$ cat config.mk
export PLATFORM = sky130hd
export DESIGN_NAME = saif_rx
export DESIGN_NICKNAME = d
export VERILOG_FILES = /design/src/logic/saif_pkg.sv /design/src/logic/saif_sync.sv /design/src/logic/saif_rx.sv
export SDC_FILE = /design/constraint.sdc
export NUM_CORES = 1
export LEC_CHECK = 0
export BUFFER_PORTS_ARGS = -buffer_cell sky130_fd_sc_hd__buf_4
export CAP_MARGIN = 0
export CORE_MARGIN = 2
export CORE_UTILIZATION = 40
export CTS_CLUSTER_DIAMETER = 80
export DETAILED_ROUTE_END_ITERATION = 10
export GPL_ROUTABILITY_DRIVEN = 0
export PLACE_DENSITY = 0.58
export RECOVER_POWER = 25
export SYNTH_ARGS = -nofsm -noshare
export SYNTH_HDL_FRONTEND = slang
export SYNTH_SLANG_ARGS = --single-unit
export TNS_END_PERCENT = 10
$ cat constraint.sdc
create_clock -name clk -period 4.9 [get_ports clk]
set_input_delay 0.735 -clock clk [delete_from_list [all_inputs] [get_ports clk]]
set_output_delay 0.735 -clock clk [all_outputs]
set_load 0.05 [all_outputs]
$ cat src/logic/saif_pkg.sv
// Constants for the serial audio input format block.
// Assumes an APB master with 16-bit byte addresses and 32-bit data.
package saif_pkg;
   // Printed offsets are word indices; byte address is four times the index
   localparam int CFG_IDX = 32'h0000_081F;
   localparam int STS_IDX = 32'h0000_0820;
   localparam logic [15:0] CFG_ADDR = 16'(CFG_IDX * 4);
   localparam logic [15:0] STS_ADDR = 16'(STS_IDX * 4);
   localparam logic [7:0] CFG_RESET = 8'h00;
   localparam logic [7:0] CFG_MASK = 8'h1F;
   localparam int POL_BIT = 4;
   localparam int EDGE_BIT = 3;
   localparam int LOCK_BIT = 5;
   localparam logic [2:0] MODE_I2S = 3'h0;
   localparam logic [2:0] MODE_LJ = 3'h1;
   localparam logic [2:0] MODE_TDM = 3'h2;
   localparam logic [2:0] MODE_RJ24 = 3'h3;
   localparam logic [2:0] MODE_RJ20 = 3'h4;
   localparam int SAMPLE_BITS = 24;
   localparam int RJ20_PAD = 4;
   localparam int TDM_SLOTS = 8;
   localparam int SLOT_BITS = 32;
   localparam logic [7:0] MSB_DELAY = 8'h01;
   localparam logic [7:0] SLOT_LAST = 8'(SLOT_BITS - 1);
   localparam logic [3:0] SLOT_END = 4'(TDM_SLOTS);
endpackage

$ cat src/logic/saif_sync.sv
// Two-flop synchroniser for a group of asynchronous levels.
// Assumes each bit is independent; no bus coherence is implied.
`timescale 1ns/10ps
module saif_sync #(
   parameter int W = 1
) (
   // Clock and reset
   input wire logic clk,
   input wire logic sys_rst,
   // Levels
   input wire logic [W-1:0] in_bits,
   output logic [W-1:0] out_bits
);
   logic [W-1:0] meta_reg;
   logic [W-1:0] meta_next;
   logic [W-1:0] out_next;

   always_comb begin
      meta_next = in_bits;
      out_next = meta_reg;
   end

   always_ff @(posedge clk) begin
      if (sys_rst) begin
         meta_reg <= '0;
         out_bits <= '0;
      end else begin
         meta_reg <= meta_next;
         out_bits <= out_next;
      end
   end
endmodule // saif_sync

$ cat src/logic/saif_rx.sv
// Serial audio input port with its format control register on APB.
// Assumes bit clock, word clock and data come from an external source.
// Function
// - Control resets to 0x00; bit 4 polarity, 3 edge, 2..0 format.
// - Standard stereo, polarity clear: left while word clock low, right while high.
// - TDM frame starts after falling word clock, rising if polarity set.
// - TDM word clock may be one pulse per frame; only the start edge counts.
// - Edge bit 0: data changes falling, captured rising; 1: the reverse.
// - Justified formats put left in the high word clock phase by default.
// - TDM stream arrives on the first serial input only.
// - TDM slot MSB comes one bit clock after the slot begins.
// - Eight TDM channels; 0..3 first half of frame, 4..7 second.
// - Format codes: 000 std, 001 left, 010 TDM, 011 right 24, 100 right 20.
//
// Implementation choice: the APB interface to the registers.
`timescale 1ns/10ps
module saif_rx
   import saif_pkg::*;
#(
   parameter int NUM_IN = 4
) (
   // Clock and reset
   input wire logic clk,
   input wire logic sys_rst,
   // APB slave
   input wire logic [15:0] paddr,
   input wire logic psel,
   input wire logic penable,
   input wire logic pwrite,
   input wire logic [31:0] pwdata,
   output logic [31:0] prdata,
   output logic pready,
   output logic pslverr,
   // Audio link
   input wire logic bit_clock,
   input wire logic word_clock,
   input wire logic [NUM_IN-1:0] serial_audio_inputs,
   // Decoded samples
   output logic sample_valid,
   output logic [2:0] sample_channel,
   output logic [NUM_IN-1:0] sample_lines,
   output logic [NUM_IN*SAMPLE_BITS-1:0] sample_data
);
   typedef enum logic {SAIF_HUNT, SAIF_RUN} saif_state_e;

   function automatic logic saif_left_high(input logic [7:0] c);
      logic just;
      just = (c[2:0] == MODE_LJ) || (c[2:0] == MODE_RJ24) ||
             (c[2:0] == MODE_RJ20);
      return just ^ c[POL_BIT];
   endfunction

   function automatic logic saif_is_start(input logic [7:0] c,
                                          input logic lv);
      if (c[2:0] == MODE_TDM)
         return lv == c[POL_BIT];
      return lv == saif_left_high(c);
   endfunction

   function automatic logic [SAMPLE_BITS-1:0] saif_extract(
      input logic [2:0] m, input logic [SAMPLE_BITS-1:0] s);
      if (m == MODE_RJ20)
         return {s[SAMPLE_BITS-RJ20_PAD-1:0], {RJ20_PAD{1'b0}}};
      return s;
   endfunction

   logic [NUM_IN+1:0] sync_out;
   logic bclk_s;
   logic lr_s;
   logic [NUM_IN-1:0] din_s;

   saif_sync #(.W(NUM_IN + 2)) u_sync (
      .clk(clk),
      .sys_rst(sys_rst),
      .in_bits({word_clock, bit_clock, serial_audio_inputs}),
      .out_bits(sync_out)
   );
   assign {lr_s, bclk_s, din_s} = sync_out;

   // Bus group
   logic [7:0] cfg_reg, cfg_next;
   logic [31:0] prdata_next;
   logic pready_next, pslverr_next;
   logic acc, hit_cfg, hit_sts;

   // Receiver group
   saif_state_e state_reg, state_next;
   logic [7:0] act_reg, act_next;
   logic bclk_d_reg, bclk_d_next;
   logic lr_d_reg, lr_d_next;
   logic [7:0] cnt_reg, cnt_next;
   logic [3:0] slot_reg, slot_next;
   logic [SAMPLE_BITS-1:0] sh_reg [NUM_IN];
   logic [SAMPLE_BITS-1:0] sh_next [NUM_IN];
   logic valid_next;
   logic [2:0] chan_next;
   logic [NUM_IN-1:0] lines_next;
   logic [NUM_IN*SAMPLE_BITS-1:0] data_next;
   logic cap, lr_chg, frame_edge, tdm_old, tdm_new, take;
   logic [7:0] use_cfg, delay;

   always_comb begin
      acc = psel && penable;
      hit_cfg = paddr == CFG_ADDR;
      hit_sts = paddr == STS_ADDR;
      cfg_next = cfg_reg;
      prdata_next = prdata;
      pslverr_next = 1'b0;
      pready_next = acc && !pready;
      if (acc && !pready) begin
         prdata_next = 32'h0;
         if (hit_cfg)
            prdata_next[7:0] = cfg_reg;
         else if (hit_sts)
            prdata_next[LOCK_BIT:0] = {state_reg == SAIF_RUN, act_reg[4:0]};
         // Status is read-only, so a write to it is refused
         pslverr_next = !(hit_cfg || (hit_sts && !pwrite));
      end
      // One write carries polarity, edge and format at once
      if (acc && pready && pwrite && hit_cfg)
         cfg_next = pwdata[7:0] & CFG_MASK;
   end

   always_ff @(posedge clk) begin
      if (sys_rst) begin
         cfg_reg <= CFG_RESET;
         prdata <= 32'h0;
         pready <= 1'b0;
         pslverr <= 1'b0;
      end else begin
         cfg_reg <= cfg_next;
         prdata <= prdata_next;
         pready <= pready_next;
         pslverr <= pslverr_next;
      end
   end

   always_comb begin
      bclk_d_next = bclk_s;
      // Edge bit 0 captures on rising, 1 on falling
      cap = act_reg[EDGE_BIT] ? (bclk_d_reg && !bclk_s) :
                                (!bclk_d_reg && bclk_s);
      lr_chg = cap && (lr_s != lr_d_reg);
      use_cfg = (state_reg == SAIF_RUN) ? act_reg : cfg_reg;
      frame_edge = lr_chg && saif_is_start(use_cfg, lr_s);
      lr_d_next = cap ? lr_s : lr_d_reg;
      state_next = state_reg;
      act_next = act_reg;
      if (frame_edge) begin
         act_next = cfg_reg;
         state_next = SAIF_RUN;
      end
      tdm_old = act_reg[2:0] == MODE_TDM;
      tdm_new = act_next[2:0] == MODE_TDM;
      delay = (act_next[2:0] == MODE_LJ) ? 8'h00 : MSB_DELAY;
      cnt_next = cnt_reg;
      slot_next = slot_reg;
      valid_next = 1'b0;
      chan_next = sample_channel;
      lines_next = sample_lines;
      data_next = sample_data;
      for (int i = 0; i < NUM_IN; i++)
         sh_next[i] = sh_reg[i];
      if (cap && (state_reg == SAIF_RUN || frame_edge)) begin
         if (!tdm_old && lr_chg && state_reg == SAIF_RUN) begin
            // Half ended: every line delivers the finished word
            valid_next = 1'b1;
            chan_next = (lr_d_reg == saif_left_high(act_reg)) ?
                        3'h0 : 3'h1;
            lines_next = '1;
            for (int i = 0; i < NUM_IN; i++)
               data_next[i*SAMPLE_BITS +: SAMPLE_BITS] =
                  saif_extract(act_reg[2:0], sh_reg[i]);
         end else if (tdm_old && state_reg == SAIF_RUN &&
                      slot_reg < SLOT_END &&
                      (cnt_reg == SLOT_LAST || frame_edge)) begin
            valid_next = 1'b1;
            chan_next = slot_reg[2:0];
            lines_next = '0;
            lines_next[0] = 1'b1;
            data_next = '0;
            data_next[SAMPLE_BITS-1:0] = sh_reg[0];
         end
         if (frame_edge || (!tdm_old && lr_chg)) begin
            cnt_next = 8'h00;
            slot_next = 4'h0;
         end else if (tdm_old && cnt_reg == SLOT_LAST) begin
            cnt_next = 8'h00;
            // Past the eighth slot the port idles until the next start
            if (slot_reg < SLOT_END)
               slot_next = slot_reg + 4'h1;
         end else if (cnt_reg != 8'hFF) begin
            cnt_next = cnt_reg + 8'h01;
         end
         // Justified-right words are the last bits before the change
         take = (act_next[2:0] == MODE_RJ24) ||
                (act_next[2:0] == MODE_RJ20) ||
                (cnt_next >= delay &&
                 cnt_next < delay + 8'(SAMPLE_BITS));
         if (tdm_new && slot_next >= SLOT_END)
            take = 1'b0;
         for (int i = 0; i < NUM_IN; i++)
            if (take && (!tdm_new || i == 0))
               sh_next[i] = {sh_reg[i][SAMPLE_BITS-2:0], din_s[i]};
      end else begin
         take = 1'b0;
      end
   end

   always_ff @(posedge clk) begin
      if (sys_rst) begin
         state_reg <= SAIF_HUNT;
         act_reg <= CFG_RESET;
         bclk_d_reg <= 1'b0;
         lr_d_reg <= 1'b0;
         cnt_reg <= 8'h00;
         slot_reg <= 4'h0;
         for (int i = 0; i < NUM_IN; i++)
            sh_reg[i] <= '0;
         sample_valid <= 1'b0;
         sample_channel <= 3'h0;
         sample_lines <= '0;
         sample_data <= '0;
      end else begin
         state_reg <= state_next;
         act_reg <= act_next;
         bclk_d_reg <= bclk_d_next;
         lr_d_reg <= lr_d_next;
         cnt_reg <= cnt_next;
         slot_reg <= slot_next;
         for (int i = 0; i < NUM_IN; i++)
            sh_reg[i] <= sh_next[i];
         sample_valid <= valid_next;
         sample_channel <= chan_next;
         sample_lines <= lines_next;
         sample_data <= data_next;
      end
   end
endmodule // saif_rx

* Word-level counts from Yosys, hierarchy flattened
Memory sizes are Yosys's and may differ from the RTL's.
Index checks and enable logic that the tools add are counted.
** Word-level totals
- Bits in registers :: 149
- RAM bits :: 96
- Input port bits :: 59
- Output and inout bits :: 138
- Logic and storage cells :: 145
- Memories :: 1
** Operators by class
- $add $sub $neg :: 3
- Magnitude comparators :: 4
- Eq/ne operators :: 20
- Mux-type cells :: 51
- Bitwise logic cells :: 8
- Reduce and logical (&&, ||, !) cells :: 41
** Memory list
- sh_reg :: words 4, width 24, read ports 4, clocked after Yosys merged registers in 0, wr ports 4, RTL line saif_rx.sv:93 : logic [SAMPLE_BITS-1:0] sh_reg [NUM_IN];
** Operator list (number)
- 24-bit two-way mux :: 16
- 96-bit two-way mux :: 3
- 16-bit by 14-bit == test with 1-bit output (second input constant) :: 2
- 8-bit two-way mux :: 4
- 4-bit two-way mux :: 6
- 1-bit logical AND :: 20
- 3-bit by 2-bit == test with 1-bit output (second input constant) :: 6
- 1-bit two-way mux :: 16
- 6-bit two-way mux :: 2
- 1-bit logical OR :: 10
- 3-bit by 1-bit == test with 1-bit output (second input constant) :: 3
- 3-bit == test (second input constant) :: 3
- 3-bit two-way mux :: 3
- 8-bit by 1-bit adder with 8-bit output (second input constant) :: 1
- 8-bit by 5-bit == test with 1-bit output (second input constant) :: 1
- 8-bit by 1-bit >= comparator with 1-bit output :: 1
- 8-bit by 6-bit < comparator with 1-bit output :: 1
- 8-bit != test (second input constant) :: 1
- 1-bit zero test :: 7
- 1-bit by 5-bit adder with 6-bit output (second input constant) :: 1
- 5-bit two-way mux :: 1
- 4-bit by 1-bit adder with 4-bit output (second input constant) :: 1
- 4-bit >= comparator (second input constant) :: 1
- 4-bit < comparator (second input constant) :: 1
- other kinds (8) :: 16

* Logic depth before layout (Yosys ltp)
- Word-level depth :: 21
- Depth in mapped cells :: 17
- Mapped depth without buffers :: 13

* By module
From an unflattened synthesis, not the netlist that was laid out.
** Unflattened totals
- Cells, all modules :: 1178
- Area total of the unflattened synthesis :: 10486.3 µm²
** By module, submodules not included
- saif_rx :: instances 1, cells an instance 1153, area an instance 10119.7 µm², sequential area each 4624.4 µm²
- saif_sync :: instances 1, cells an instance 25, area an instance 366.6 µm², sequential area each 240.2 µm²

* Least setup slack after synthesis
OpenSTA, ideal clock, no wires.
- Kind :: register to register
- Start point :: register act_reg[0]
- End point :: memory sh_reg[3][13]
- Setup time :: 0.120 ns
- Data arrival time :: 3.301 ns
- Data required time :: 4.780 ns
- Slack :: 1.479 ns
- Cell stages (with the launch flop) :: 18
- Path buffers :: 4
- Clock period less this slack :: 3.421 ns
- Cell sequence :: dfxtp_1 -> buf_2 -> nor3b_2 -> a211oi_1 -> or3_4 -> nand3_4 -> mux2_2 -> nor2_1 -> nand2_1 -> ha_1 -> nand2b_1 -> a21oi_1 -> o2bb2ai_1 -> a311o_1 -> buf_2 -> buf_6 -> buf_6 -> mux2i_1
** RTL lines
- start, declared :: RTL line saif_rx.sv:88 : logic [7:0] act_reg, act_next;
- start signal, assigned :: RTL line saif_rx.sv:226 : act_reg <= act_next;
- end, declared :: RTL line saif_rx.sv:93

==> flow_summary_export.csv <==
group,metric,value,unit
timing,setup_tns,0,ps
synth,synth_top_area_cell,"sky130_fd_sc_hd__dfxtp_1",
detailed_routing,route.detailed.vias_per_inst,5.17,
clocking,postcts_resize_cnt,0,
worst_setup_path,arrival,4330,ps
detailed_routing,route.detailed.drc,0,
die,die_w,165,um
timing,fin_crit,3940,ps
worst_setup_path,worst_setup_path_start_kind,"flip-flop",
global_routing,antenna_found_initial,0,
clocking,cts_max_level,1,
detailed_routing,met1_length,12100,um
synth,synthesis.yosys.warnings,0,
clocking,cts_buffers,28,
worst_setup_path,cp-end-kind,"flip-flop",
placed_design,detailed_place.area,0.0115,mm2
finish,syn2layout_area_growth,17.5,%
power_and_ir_drop,vdd.ir_drop.worst,0.230,mV
synth,syn-instance-count,1197,
power_and_ir_drop,p_per_area,351,mW/mm2
finish,design.final.nets,1351,
detailed_routing,antenna_violating_nets_post_route,0,
die,pin_count,197,
finish,final_layout_size_suffix_gt1_share,11.1,%
detailed_routing,route.top_layer_used,"met4",
timing,worst_clock_skew,7.69,ps
clocking,tritoncts,"yes",
timing,hold_viol,0,
detailed_routing,num_vias,8480,
synth,seq_area_frac_synth,46.8,%
timing,setup_repair_after_global_routing_missed_its_margin,"false",
placed_design,io_buffer_count,143,
global_routing,first_global_vias,8219,
synth,async_flop_share,0,%
clocking,postCtsSetupRepairBufs,0,
die,die_area,0.0273,mm2
synth,netlist-cell-type-count,56,
detailed_routing,drt_pass1_iterations,5,
global_routing,overall_fraction_of_global_route_tracks_in_use,18.2,%
detailed_routing,met3_wirelength,1350,um
clocking,cts_sinks,243,
die,core,0.0253,mm2
worst_hold_path,hp-class,"in -> reg",
placed_design,detailed_place_hpwl,15800,um
clocking,cts_root_buffer,"sky130_fd_sc_hd__clkbuf_16",
global_routing,globalRouteOverflowTotal,0,
die,std_cell_rows,58,
worst_setup_path,crit_type,"reg -> reg",
power_and_ir_drop,leakagePower,4.11,nW
synth,synthesis.area,0.0104,mm2
finish,n_fill_cell,2479,
die,die_height,165,um
synth,synthesis.area_per_instance,8.68,um2
finish,post-route-cell-area,0.0122,mm2
run_status,run_status,"complete, but fails checks",
detailed_routing,wl_per_cell,15.2,um
global_routing,grt_first_pass_wirelength,41200,um
clocking,ctsLongestPathBuffers,3,
synth,synth_top_cell_area_share,46.8,%
die,initial_core_util,41.0,%
finish,antenna_cells_inserted,0,
worst_setup_path,crit_fanout,40,
worst_setup_path,timing.critical_path.required,5290,ps
synth,synth_enable_flop_cells,0,
clocking,clkSlewWorstSetupHoldPaths,60,ps
clocking,cts_hold_repair.buffers,0,
timing,timing.max_slew.rel_slack,-47.3,%
timing,timing.final.setup_violations,0,
global_routing,grt_start_max_net_pins,122,
finish,layout_commonest_cell,"sky130_fd_sc_hd__dfxtp_1",
timing,maxSlewViolCount,205,
timing,worst_slew_pin_slew,2210,ps
clocking,clock_latency_reported_for_the_late_side_of_the_worst_skew_pair,530,ps
synth,synth.ff_latch_count,243,
detailed_routing,routed_wl,24900,um
synth,synth.top_cells.by_area,"sky130_fd_sc_hd__dfxtp_1, sky130_fd_sc_hd__mux2i_1, sky130_fd_sc_hd__nand2b_1",
detailed_routing,number_of_design_rule_violations_left_by_the_first_detailed_router_iteration,581,
synth,synthFlopType,"sky130_fd_sc_hd__dfxtp_1",
finish,layout.cells.most_common_list,"sky130_fd_sc_hd__dfxtp_1, sky130_fd_sc_hd__nand2_1, sky130_fd_sc_hd__nor2_1",
run_status,failing_checks,"capacitance limit, slew limit",
finish,final_core_density,48.2,%
timing,clock.fmax,0.254,GHz
timing,final_worst_path_cycle_share,80.4,%
detailed_routing,detailroute.wirelength.met2,10900,um
flow_run,max_cap_violations,3,
[logic make-up (layout without fill, tap and decap cells)]
logic type      after synthesis  after routing  share of synthesized area, %
buf+inv                     130            219                          6.19
xor+xnor                      7              7                         0.590
flops                       243            243                          46.8
simple gates                487            487                          22.2
fa+ha+maj                     3              3                         0.361
other cells                   1             26                        0.0361
mux                         111            111                          10.7
compound gates              215            215                          13.1
[worst paths after layout]
kind	from	endpoint	slack, ps	cells past startpoint
setup / recovery	state_reg$_SDFFE_PP0N_	sh_reg[1][16]$_SDFFE_PP0P_	960	13
hold / removal	serial_audio_inputs[2]	u_sync.meta_reg[2]$_SDFF_PP0_	410	2
setup reg to reg	state_reg$_SDFFE_PP0N_	sh_reg[1][16]$_SDFFE_PP0P_	960	13
hold reg to reg	u_sync.meta_reg[4]$_SDFF_PP0_	u_sync.out_bits[4]$_SDFF_PP0_	440	1
[layer usage]
layer	vias to the layer above	GRT usage, %
li1	4283	-
met1	3954	25.2
met2	205	29.1
met3	38	3.35
met4	0	4.82
met5	-	0
[critical path, stage by stage (launching register included)]
cell and delay (ps):
sky130_fd_sc_hd__dfxtp_1 560, sky130_fd_sc_hd__mux2i_1 280, sky130_fd_sc_hd__xnor2_1 110, sky130_fd_sc_hd__or3_4 370
sky130_fd_sc_hd__nand3_4 160, sky130_fd_sc_hd__mux2i_1 490, sky130_fd_sc_hd__nand2_1 110, sky130_fd_sc_hd__ha_1 290
sky130_fd_sc_hd__nand2b_1 140, sky130_fd_sc_hd__a21oi_1 210, sky130_fd_sc_hd__o2bb2ai_1 120, sky130_fd_sc_hd__a311o_2 410
sky130_fd_sc_hd__buf_4 330, sky130_fd_sc_hd__mux2i_1 200
[power breakdown]
part / internal [W] / switching, W
Sequential: 0.00198 / 0.00000356
Combinational: 0.0000423 / 0.000101
Clock: 0.00135 / 0.000811
[final cells by class]
cell class | instances | area [um2] | area share (%)
clock buffers | 43 | 848 | 6.94
clock inverters | 9 | 126 | 1.03
multi-input cells | 849 | 5020 | 41.1
repair buffers | 160 | 921 | 7.54
flip-flops and latches | 243 | 4860 | 39.8
well taps | 330 | 413 | 3.38
inverters | 7 | 26.3 | 0.215
[through the flow]
stage	hold WS (ps)	cells	total power, W	setup WS, ps
2_1_floorplan	414	1222	0.00216	1480
3_3_place_gp	426	1589	0.00218	1050
3_5_place_dp	434	1589	0.00218	985
4_1_cts	392	1641	0.00434	970
5_1_grt	435	1641	0.00443	625
6_report	412	1641	0.00429	959
[Yosys cell counts, drive strengths merged, types with 4 or more instances]
library cell,count
and2,4
nand2b,101
a221oi,6
o21ai,12
buf,44
clkbuf,79
a311oi,21
mux2i,110
a22oi,12
nor3,13
nor2,126
nor2b,14
xor2,4
nand3,34
or2,4
a31oi,63
dfxtp,243
inv,7
a211oi,7
nor4,5
a21oi,80
nand2,168
Note: power is estimated with default switching activity, not from simulation.
